`src/rtl/hsarb_pkg.sv`:
```
// Shared constants and types of the hardware semaphore arbiter.
// Assumes one clock domain; every requester is synchronous logic on it.
package hsarb_pkg;

    // ------------------------------------------------------------
    // Sizes
    // ------------------------------------------------------------
    localparam int NCORE = 3;
    localparam int NSEM = 32;
    localparam int SEM_W = 5;
    localparam int CORE_W = 2;
    localparam logic [1:0] QDEPTH = 2'h2;

    // ------------------------------------------------------------
    // Values after reset
    // ------------------------------------------------------------
    localparam logic [1:0] RR_RST = 2'h0;
    localparam logic [31:0] FLAG_RST = 32'h0000_0000;
    localparam logic [1:0] QCNT_RST = 2'h0;

    // ------------------------------------------------------------
    // Claim modes
    // ------------------------------------------------------------
    typedef enum logic [1:0] {
        HSARB_DIRECT,
        HSARB_INDIRECT,
        HSARB_COMBINED
    } hsarb_mode_t;

endpackage

```
`src/rtl/hsarb_sem_cell.sv`:
```
// One semaphore: owner, owned bit and a two-entry pending queue.
// Assumes the parent presents at most one access per cycle to all cells.
module hsarb_sem_cell (
    // Clock and reset
    input wire logic clk,
    input wire logic sys_rst,
    // Access presented this cycle
    input wire logic acc_hit,
    input wire logic acc_rel,
    input wire hsarb_pkg::hsarb_mode_t acc_mode,
    input wire logic [1:0] acc_core,
    // Outcome of the access
    output logic grant,
    output logic notify,
    output logic [1:0] notify_core
);

    // Queue depth at the width of the counter it is compared with
    localparam logic [1:0] QDEPTH_L = hsarb_pkg::QDEPTH;

    logic owned_r, owned_nxt;
    logic [1:0] owner_r, owner_nxt;
    logic [1:0] qcnt_r, qcnt_nxt;
    logic [1:0] q0_r, q0_nxt;
    logic [1:0] q1_r, q1_nxt;
    logic queued;
    logic owner_rel;

    // ------------------------------------------------------------
    // Next state, decided in one cycle so the update is indivisible
    // ------------------------------------------------------------
    assign owner_rel = acc_hit && acc_rel && owned_r && (owner_r == acc_core);

    // Claim and release decode
    always_comb begin
        owned_nxt = owned_r;
        owner_nxt = owner_r;
        qcnt_nxt = qcnt_r;
        q0_nxt = q0_r;
        q1_nxt = q1_r;
        grant = 1'b0;
        notify = 1'b0;
        notify_core = acc_core;
        queued = (qcnt_r != 2'h0 && q0_r == acc_core) || (qcnt_r == QDEPTH_L && q1_r == acc_core);
        if (owner_rel) begin
            if (qcnt_r != 2'h0) begin
                owner_nxt = q0_r;
                q0_nxt = q1_r;
                qcnt_nxt = qcnt_r - 2'h1;
                notify = 1'b1;
                notify_core = q0_r;
            end else begin
                owned_nxt = 1'b0;
            end
        end else if (acc_hit && !acc_rel) begin
            if (!owned_r) begin
                // Free: every mode takes it at once
                owned_nxt = 1'b1;
                owner_nxt = acc_core;
                grant = 1'b1;
                notify = (acc_mode == hsarb_pkg::HSARB_INDIRECT);
            end else if (owner_r == acc_core) begin
                grant = 1'b1; // Owner asking again keeps it
            end else if (acc_mode != hsarb_pkg::HSARB_DIRECT && !queued && qcnt_r < QDEPTH_L) begin
                // Held by another core: queue, never withdrawn later
                if (qcnt_r == 2'h0) begin
                    q0_nxt = acc_core;
                end else begin
                    q1_nxt = acc_core;
                end
                qcnt_nxt = qcnt_r + 2'h1;
            end
        end
    end

    // ------------------------------------------------------------
    // State registers
    // ------------------------------------------------------------
    // Ownership and queue; a release by a non-owner falls through untouched
    always_ff @(posedge clk or posedge sys_rst) begin
        if (sys_rst) begin
            owned_r <= 1'b0;
            owner_r <= 2'h0;
            qcnt_r <= hsarb_pkg::QCNT_RST;
            q0_r <= 2'h0;
            q1_r <= 2'h0;
        end else begin
            owned_r <= owned_nxt;
            owner_r <= owner_nxt;
            qcnt_r <= qcnt_nxt;
            q0_r <= q0_nxt;
            q1_r <= q1_nxt;
        end
    end

    // ------------------------------------------------------------
    // Checks
    // ------------------------------------------------------------
    property p_direct_held;
        @(posedge clk) disable iff (sys_rst)
        acc_hit && !acc_rel && acc_mode == hsarb_pkg::HSARB_DIRECT && owned_r
        |=> $stable(owner_r) && $stable(qcnt_r) && owned_r;
    endproperty
    a_direct_held: assert property (p_direct_held) else $error("direct claim on held semaphore changed state");

    property p_free_grant;
        @(posedge clk) disable iff (sys_rst)
        acc_hit && !acc_rel && !owned_r |-> grant ##1 (owned_r && owner_r == $past(acc_core));
    endproperty
    a_free_grant: assert property (p_free_grant) else $error("free semaphore not granted");

    property p_comb_queue;
        @(posedge clk) disable iff (sys_rst)
        acc_hit && !acc_rel && acc_mode == hsarb_pkg::HSARB_COMBINED && owned_r && owner_r != acc_core
        && qcnt_r == 2'h0 |-> !grant ##1 (qcnt_r == 2'h1 && q0_r == $past(acc_core));
    endproperty
    a_comb_queue: assert property (p_comb_queue) else $error("combined claim not queued");

    property p_handoff;
        @(posedge clk) disable iff (sys_rst)
        owner_rel && qcnt_r != 2'h0 |=> owned_r && owner_r == $past(q0_r);
    endproperty
    a_handoff: assert property (p_handoff) else $error("release did not pass to oldest waiter");

    property p_foreign_release;
        @(posedge clk) disable iff (sys_rst)
        acc_hit && acc_rel && !(owned_r && owner_r == acc_core)
        |=> $stable(owned_r) && $stable(owner_r) && $stable(qcnt_r);
    endproperty
    a_foreign_release: assert property (p_foreign_release) else $error("non-owner release changed state");

    property p_no_withdraw;
        @(posedge clk) disable iff (sys_rst)
        !owner_rel |=> qcnt_r >= $past(qcnt_r);
    endproperty
    a_no_withdraw: assert property (p_no_withdraw) else $error("queued request vanished");

    property p_depth;
        @(posedge clk) disable iff (sys_rst)
        qcnt_r <= hsarb_pkg::QDEPTH && (qcnt_r == 2'h0 || owned_r);
    endproperty
    a_depth: assert property (p_depth) else $error("queue over depth or waiting on a free semaphore");

endmodule

```
`src/rtl/hsarb_top.sv`:
```
// Hardware semaphore arbiter for three cores sharing 32 semaphores.
// Assumes each core drives a level request held until its response pulse.
// Assumes flag clears come as one-cycle pulses; a held clear clears each cycle.
//
// Function
// - Claims are atomic read-modify-write, never interleaved.
// - Thirty-two independent semaphores, no fixed resource.
// - Direct, indirect and combined claim modes.
// - Direct: grant if free, else nothing.
// - Indirect: record, interrupt requester when available.
// - One owner plus two-deep pending queue.
// - Queued requests cannot be withdrawn.
// - Availability sets flag, interrupts originating core only.
// - Combined on free semaphore grants immediately.
// - Combined on held semaphore denies and queues.
module hsarb_top (
    // Clock and reset
    input wire logic clk,
    input wire logic sys_rst,
    // Access requests, one lane per core
    input wire logic [2:0] core_req,
    input wire logic [2:0] core_rel,
    input wire hsarb_pkg::hsarb_mode_t core_mode [3],
    input wire logic [2:0][4:0] core_sem,
    // Availability flag clears, one lane per core
    input wire logic [2:0] flag_clr,
    input wire logic [2:0][4:0] flag_clr_sem,
    // Access responses
    output logic [2:0] rsp_valid,
    output logic [2:0] rsp_grant,
    // Availability flags and interrupts
    output logic [2:0][31:0] sem_grant_flag,
    output logic [2:0] sem_irq
);

    logic [1:0] rr_r;
    logic sel_valid;
    logic [1:0] sel_core;
    logic [2:0] take;
    logic acc_rel;
    hsarb_pkg::hsarb_mode_t acc_mode;
    logic [4:0] acc_sem;
    logic [31:0] grant_v;
    logic [31:0] notify_v;
    logic [31:0][1:0] notify_core_v;
    logic grant_any;
    logic [2:0][31:0] flag_set;
    logic [2:0][31:0] flag_clr_mask;

    // ------------------------------------------------------------
    // Access selection
    // ------------------------------------------------------------
    // Round robin over cores with a request and no response in flight.
    // Only one access reaches the semaphores per cycle, which is what
    // makes each claim indivisible without any locking protocol.
    always_comb begin
        int idx;
        idx = 0;
        sel_valid = 1'b0;
        sel_core = rr_r;
        take = 3'h0;
        for (int k = 1; k <= hsarb_pkg::NCORE; k++) begin
            idx = (int'(rr_r) + k) % hsarb_pkg::NCORE;
            if (!sel_valid && core_req[idx] && !rsp_valid[idx]) begin
                sel_valid = 1'b1;
                sel_core = 2'(idx);
            end
        end
        if (sel_valid) begin
            take[sel_core] = 1'b1;
        end
    end

    // Selected access fields
    assign acc_rel = core_rel[sel_core];
    assign acc_mode = core_mode[sel_core];
    assign acc_sem = core_sem[sel_core];

    // Fairness pointer moves to the last winner
    always_ff @(posedge clk or posedge sys_rst) begin
        if (sys_rst) begin
            rr_r <= hsarb_pkg::RR_RST;
        end else if (sel_valid) begin
            rr_r <= sel_core;
        end
    end

    // ------------------------------------------------------------
    // Semaphore array
    // ------------------------------------------------------------
    // Each cell only sees the access addressed to it
    for (genvar s = 0; s < hsarb_pkg::NSEM; s++) begin : g_sem
        hsarb_sem_cell u_cell (
            .clk(clk),
            .sys_rst(sys_rst),
            .acc_hit(sel_valid && acc_sem == 5'(s)),
            .acc_rel(acc_rel),
            .acc_mode(acc_mode),
            .acc_core(sel_core),
            .grant(grant_v[s]),
            .notify(notify_v[s]),
            .notify_core(notify_core_v[s])
        );
    end

    assign grant_any = |grant_v;

    // ------------------------------------------------------------
    // Responses
    // ------------------------------------------------------------
    // One-cycle pulse on the lane that was served, with the claim result
    always_ff @(posedge clk or posedge sys_rst) begin
        if (sys_rst) begin
            rsp_valid <= 3'h0;
            rsp_grant <= 3'h0;
        end else begin
            rsp_valid <= take;
            rsp_grant <= take & {3{grant_any && !acc_rel}};
        end
    end

    // ------------------------------------------------------------
    // Availability flags and interrupts
    // ------------------------------------------------------------
    for (genvar c = 0; c < hsarb_pkg::NCORE; c++) begin : g_core
        for (genvar s = 0; s < hsarb_pkg::NSEM; s++) begin : g_bit
            // Only the core named by the cell sees the event
            assign flag_set[c][s] = notify_v[s] && notify_core_v[s] == 2'(c);
        end

        assign flag_clr_mask[c] = flag_clr[c] ? (32'h0000_0001 << flag_clr_sem[c]) : 32'h0000_0000;

        // Set wins over a clear in the same cycle so no grant is lost
        always_ff @(posedge clk or posedge sys_rst) begin
            if (sys_rst) begin
                sem_grant_flag[c] <= hsarb_pkg::FLAG_RST;
                sem_irq[c] <= 1'b0;
            end else begin
                sem_grant_flag[c] <= (sem_grant_flag[c] & ~flag_clr_mask[c]) | flag_set[c];
                sem_irq[c] <= |flag_set[c];
            end
        end

        // --------------------------------------------------------
        // Per-core checks
        // --------------------------------------------------------
        property p_rsp;
            @(posedge clk) disable iff (sys_rst)
            take[c] |=> rsp_valid[c] && rsp_grant[c] == $past(grant_any && !acc_rel) ##1 !rsp_valid[c];
        endproperty
        a_rsp: assert property (p_rsp) else $error("claim response missing or wrong");

        property p_flag_irq;
            @(posedge clk) disable iff (sys_rst)
            |flag_set[c] |=> sem_irq[c] && (sem_grant_flag[c] & $past(flag_set[c])) == $past(flag_set[c]);
        endproperty
        a_flag_irq: assert property (p_flag_irq) else $error("availability not flagged to its core");

        property p_irq_cause;
            @(posedge clk) disable iff (sys_rst)
            sem_irq[c] |-> $past(notify_v) != 32'h0000_0000;
        endproperty
        a_irq_cause: assert property (p_irq_cause) else $error("interrupt without availability event");

        // A release is never reported as a grant
        property p_rel_no_grant;
            @(posedge clk) disable iff (sys_rst)
            take[c] && acc_rel |=> rsp_valid[c] && !rsp_grant[c];
        endproperty
        a_rel_no_grant: assert property (p_rel_no_grant) else $error("release reported as grant");

        // A response only follows an access taken for this core
        property p_rsp_cause;
            @(posedge clk) disable iff (sys_rst)
            rsp_valid[c] |-> $past(take[c]);
        endproperty
        a_rsp_cause: assert property (p_rsp_cause) else $error("response without a taken access");

        // Round robin bounds the wait of a held request to two other accesses
        property p_wait_bound;
            @(posedge clk) disable iff (sys_rst)
            core_req[c] && !rsp_valid[c] |-> ##[0:2] take[c];
        endproperty
        a_wait_bound: assert property (p_wait_bound) else $error("held request starved");

        // Flags fall only by an explicit clear, so a grant is never lost
        property p_flag_hold;
            @(posedge clk) disable iff (sys_rst)
            ($past(sem_grant_flag[c]) & ~$past(flag_clr_mask[c]) & ~sem_grant_flag[c]) == 32'h0000_0000;
        endproperty
        a_flag_hold: assert property (p_flag_hold) else $error("availability flag lost without a clear");

        // A clear with no set on the same flag drops it
        property p_flag_clear;
            @(posedge clk) disable iff (sys_rst)
            flag_clr[c] && !flag_set[c][flag_clr_sem[c]] |=> !sem_grant_flag[c][$past(flag_clr_sem[c])];
        endproperty
        a_flag_clear: assert property (p_flag_clear) else $error("availability flag not cleared");
    end

    // ------------------------------------------------------------
    // Global checks
    // ------------------------------------------------------------
    property p_one_access;
        @(posedge clk) disable iff (sys_rst)
        $onehot0(take) && $onehot0(notify_v) && (sel_valid || notify_v == 32'h0000_0000);
    endproperty
    a_one_access: assert property (p_one_access) else $error("more than one access in a cycle");

    // The fairness pointer follows the last winner
    property p_rr_follow;
        @(posedge clk) disable iff (sys_rst)
        sel_valid |=> rr_r == $past(sel_core);
    endproperty
    a_rr_follow: assert property (p_rr_follow) else $error("fairness pointer not at last winner");

endmodule

```
`config.mk`:
```
export PLATFORM = sky130hd
export DESIGN_NAME = hsarb_top
export DESIGN_NICKNAME = d
export VERILOG_FILES = /design/src/rtl/hsarb_pkg.sv /design/src/rtl/hsarb_sem_cell.sv /design/src/rtl/hsarb_top.sv
export SDC_FILE = /design/constraint.sdc
export NUM_CORES = 1
export LEC_CHECK = 0
export ABC_AREA = 1
export BUFFER_PORTS_ARGS = -buffer_cell sky130_fd_sc_hd__buf_2
export CAP_MARGIN = 20
export CORE_MARGIN = 1
export CORE_UTILIZATION = 60
export CTS_CLUSTER_DIAMETER = 80
export CTS_CLUSTER_SIZE = 16
export DETAILED_ROUTE_END_ITERATION = 16
export PLACE_DENSITY_LB_ADDON = 0.25
export SLEW_MARGIN = 20
export SYNTH_ARGS = -nofsm -noshare
export SYNTH_HDL_FRONTEND = slang
export SYNTH_HIERARCHICAL = 1
export SYNTH_SLANG_ARGS = --single-unit
export TNS_END_PERCENT = 10
```
`constraint.sdc`:
```
create_clock -name clk -period 13.85 [get_ports clk]
set_clock_uncertainty 0.1 [all_clocks]
set_input_delay 1.385 -clock clk [delete_from_list [all_inputs] [get_ports clk]]
set_output_delay 1.385 -clock clk [all_outputs]
set_load 0.005 [all_outputs]
```
==> metrics.cfg <==
[run_status]
status=complete, no violations

[floorplan]
fp-row-count=80
die_h_um=224
core_mm2=0.0481
die_area_mm2=0.0502
die_w_um=224
ios=152
start_util=0.614

[timing]
period_minus_slack_ps=5910
slew_viol_final=0
rsz0062_at_grt=no
final.period_utilization=0.427
setup_ws_ps=7940
setup_tns_ps=0
worst-slew-pin-transition_ps=1180
hold_viol=0
clock.fmax_mhz=169
worst_hold_slack_ps=393
setup_violations=0
slew-limit-headroom=0.205

[place]
port_buffers=151
gp_congestion=1.01
dp_worst_setup_slack_ps=7480
dp_hpwl_mm=64.5

[layout]
nNetsFinal=4590
mostFrequentLayoutCells=nand2_1 (1522), inv_1 (459), dfrtp_1 (395), nand3_1 (369), nor2_1 (335)
layout_commonest_cell=nand2_1
drive_gt1_frac=0.187
multiInputGateArea_mm2=0.0172
synthToLayoutAreaGrowth_pct=7.02
fillers=4438
seqCellArea_mm2=0.00988

[clock_tree]
cts_buffers=29
cts_tree=done
ctsHoldBuffers=0
max-clock-path-buffers=3
htreeDepth=1
path_clk_slew_ps=70
ctsResizeCount=0
cts_root_buffer=clkbuf_16
cts_setup_buffers=0
clock_latency_ps=600
clkSinkCount=395

[setup_path]
start_kind=primary input
cp-end-kind=register
crit_type=primary input to register
cp.required_ps=14220
arrival_ps=6280
cp_max_fo=67

[synth]
synth_area_mm2=0.0296
synth_top_area_cell=dfrtp_1
synth_nets=4444
ys_ff_latch=395
ys_seq_area_frac=0.334
syn_area_per_cell_um2=6.73
ys.flop_type=dfrtp_1
yosys.cell_types.count=32
synth_edf_count=0
yosys_warnings=6
synth_area_leaders=dfrtp_1 (33%), nand2_1 (19%), nand3_1 (6.2%)
synth.top_cell.area_share=0.334
syn-instance-count=4394
synth-async-reset-ratio=1.00

[detailed_routing]
vias_per_cell=5.55
vias=28900
drcViolationCount=0
drtAntennaViolNets=0
firstDrtPassIters=6
drtIter0Drc=2379
post_drt_wl_per_cell_um=16.3
drt_wl_total_mm=84.9

[grt]
use_met2=0.541
grt_max_degree=80
antenna_found_initial=5
gr-total-overflow=0
grt_pass1_wl_mm=135
met1_usage=0.459
grt_pass1_vias=26000
use_met3=0.0551
grt_usage=0.337
grt.busiest_layer=met2

[hold_path]
min_path_type=register to register

[job]
drv_cap=0

==> flip-flops by register name (all words and copies together), names as in the netlist <==
| name | flops |
|---|---|
| g_sem.u_cell/owned_r | 32 |
| g_sem.u_cell/owner_r | 64 |
| g_sem.u_cell/q0_r | 64 |
| g_sem.u_cell/q1_r | 64 |
| g_sem.u_cell/qcnt_r | 64 |
| rr_r | 2 |
| rsp_grant | 3 |
| rsp_valid | 3 |
| sem_grant_flag | 96 |
| sem_irq | 3 |
==> layout make-up <==
| cell class | instances | area share |
|---|---|---|
| well taps | 656 | 0.0259 |
| repair buffers | 165 | 0.0271 |
| inverters | 561 | 0.0670 |
| clock buffers | 35 | 0.0246 |
| clock inverters | 2 | 0.000554 |
| multi-input cells | 3388 | 0.542 |
| flip-flops and latches | 395 | 0.312 |
| diodes | 3 | 0.000237 |
==> stage by stage <==
stage               area [um^2]   util  instances
finish                    31600  0.657       5205
global route              31600  0.657       5203
global placement          30800  0.640       5164
CTS                       31600  0.657       5202
floorplan                 29600      -       4394
detailed placement        30800  0.640       5165
==> synthesized netlist by cell type (34+ instances only) <==
master   count
nand2_1   1523
inv_1      460
dfrtp_1    395
nand3_1    369
nor2_1     335
nand2_2    265
o21ai_0    262
nand4_1    136
inv_2       99
a21oi_1     96
nand2_4     68
nor2_2      68
o21ai_1     64
nor3_1      41
nor2_4      36
nand3_4     35
buf_6       34
==> worst max-delay path: stages <==
cell and delay, ps:
buf_2 110, nand3_1 130, nand2_4 80, nand2_1 50, o21ai_0 80, a21boi_1 230, nand2_1 150, o21ai_4 100
buf_4 700, buf_4 720, nand2_1 160, nand2_2 150, nor2_4 80, nand2_1 120, nor2_1 90, nand2_1 250
a21oi_1 70, nor4_1 1000, nand4_1 190, o211ai_1 340, nor2_1 90
==> cells by family after synthesis <==
| family | after synthesis | synth area share |
|---|---|---|
| and+or+nand+nor | 2956 | 0.504 |
| adders and majority gates | 3 | 0.00127 |
| AOI/OAI and AO/OA | 429 | 0.0738 |
| DFF | 395 | 0.334 |
| buffers and inverters | 611 | 0.0867 |
==> final timing paths <==
check	from	endpoint	slack [ps]	cells past startpoint
min	g_sem[16].u_cell/q1_r[1]	g_sem[16].u_cell/q1_r[1]	390	2
max	core_req[1]	rsp_grant[0]	7940	21
min reg2reg	g_sem[16].u_cell/q1_r[1]	g_sem[16].u_cell/q1_r[1]	390	2
max in group asynchronous	sys_rst	sem_grant_flag[89]	11580	3
max reg2reg	rr_r[0]	rsp_grant[0]	7990	21
min in group asynchronous	sys_rst	g_sem[16].u_cell/owner_r[1]	720	2
==> layer usage <==
metal | share of wire | up-vias
met4 | 0.040 | 8
met3 | 0.085 | 187
met1 | 0.42 | 13300
met2 | 0.45 | 1064
li1 | - | 14300
met5 | 0.00054 | -
Power is left out: the tool's default activity adds up to more than one toggle a clock period on the data nets, which glitch-free logic cannot reach.
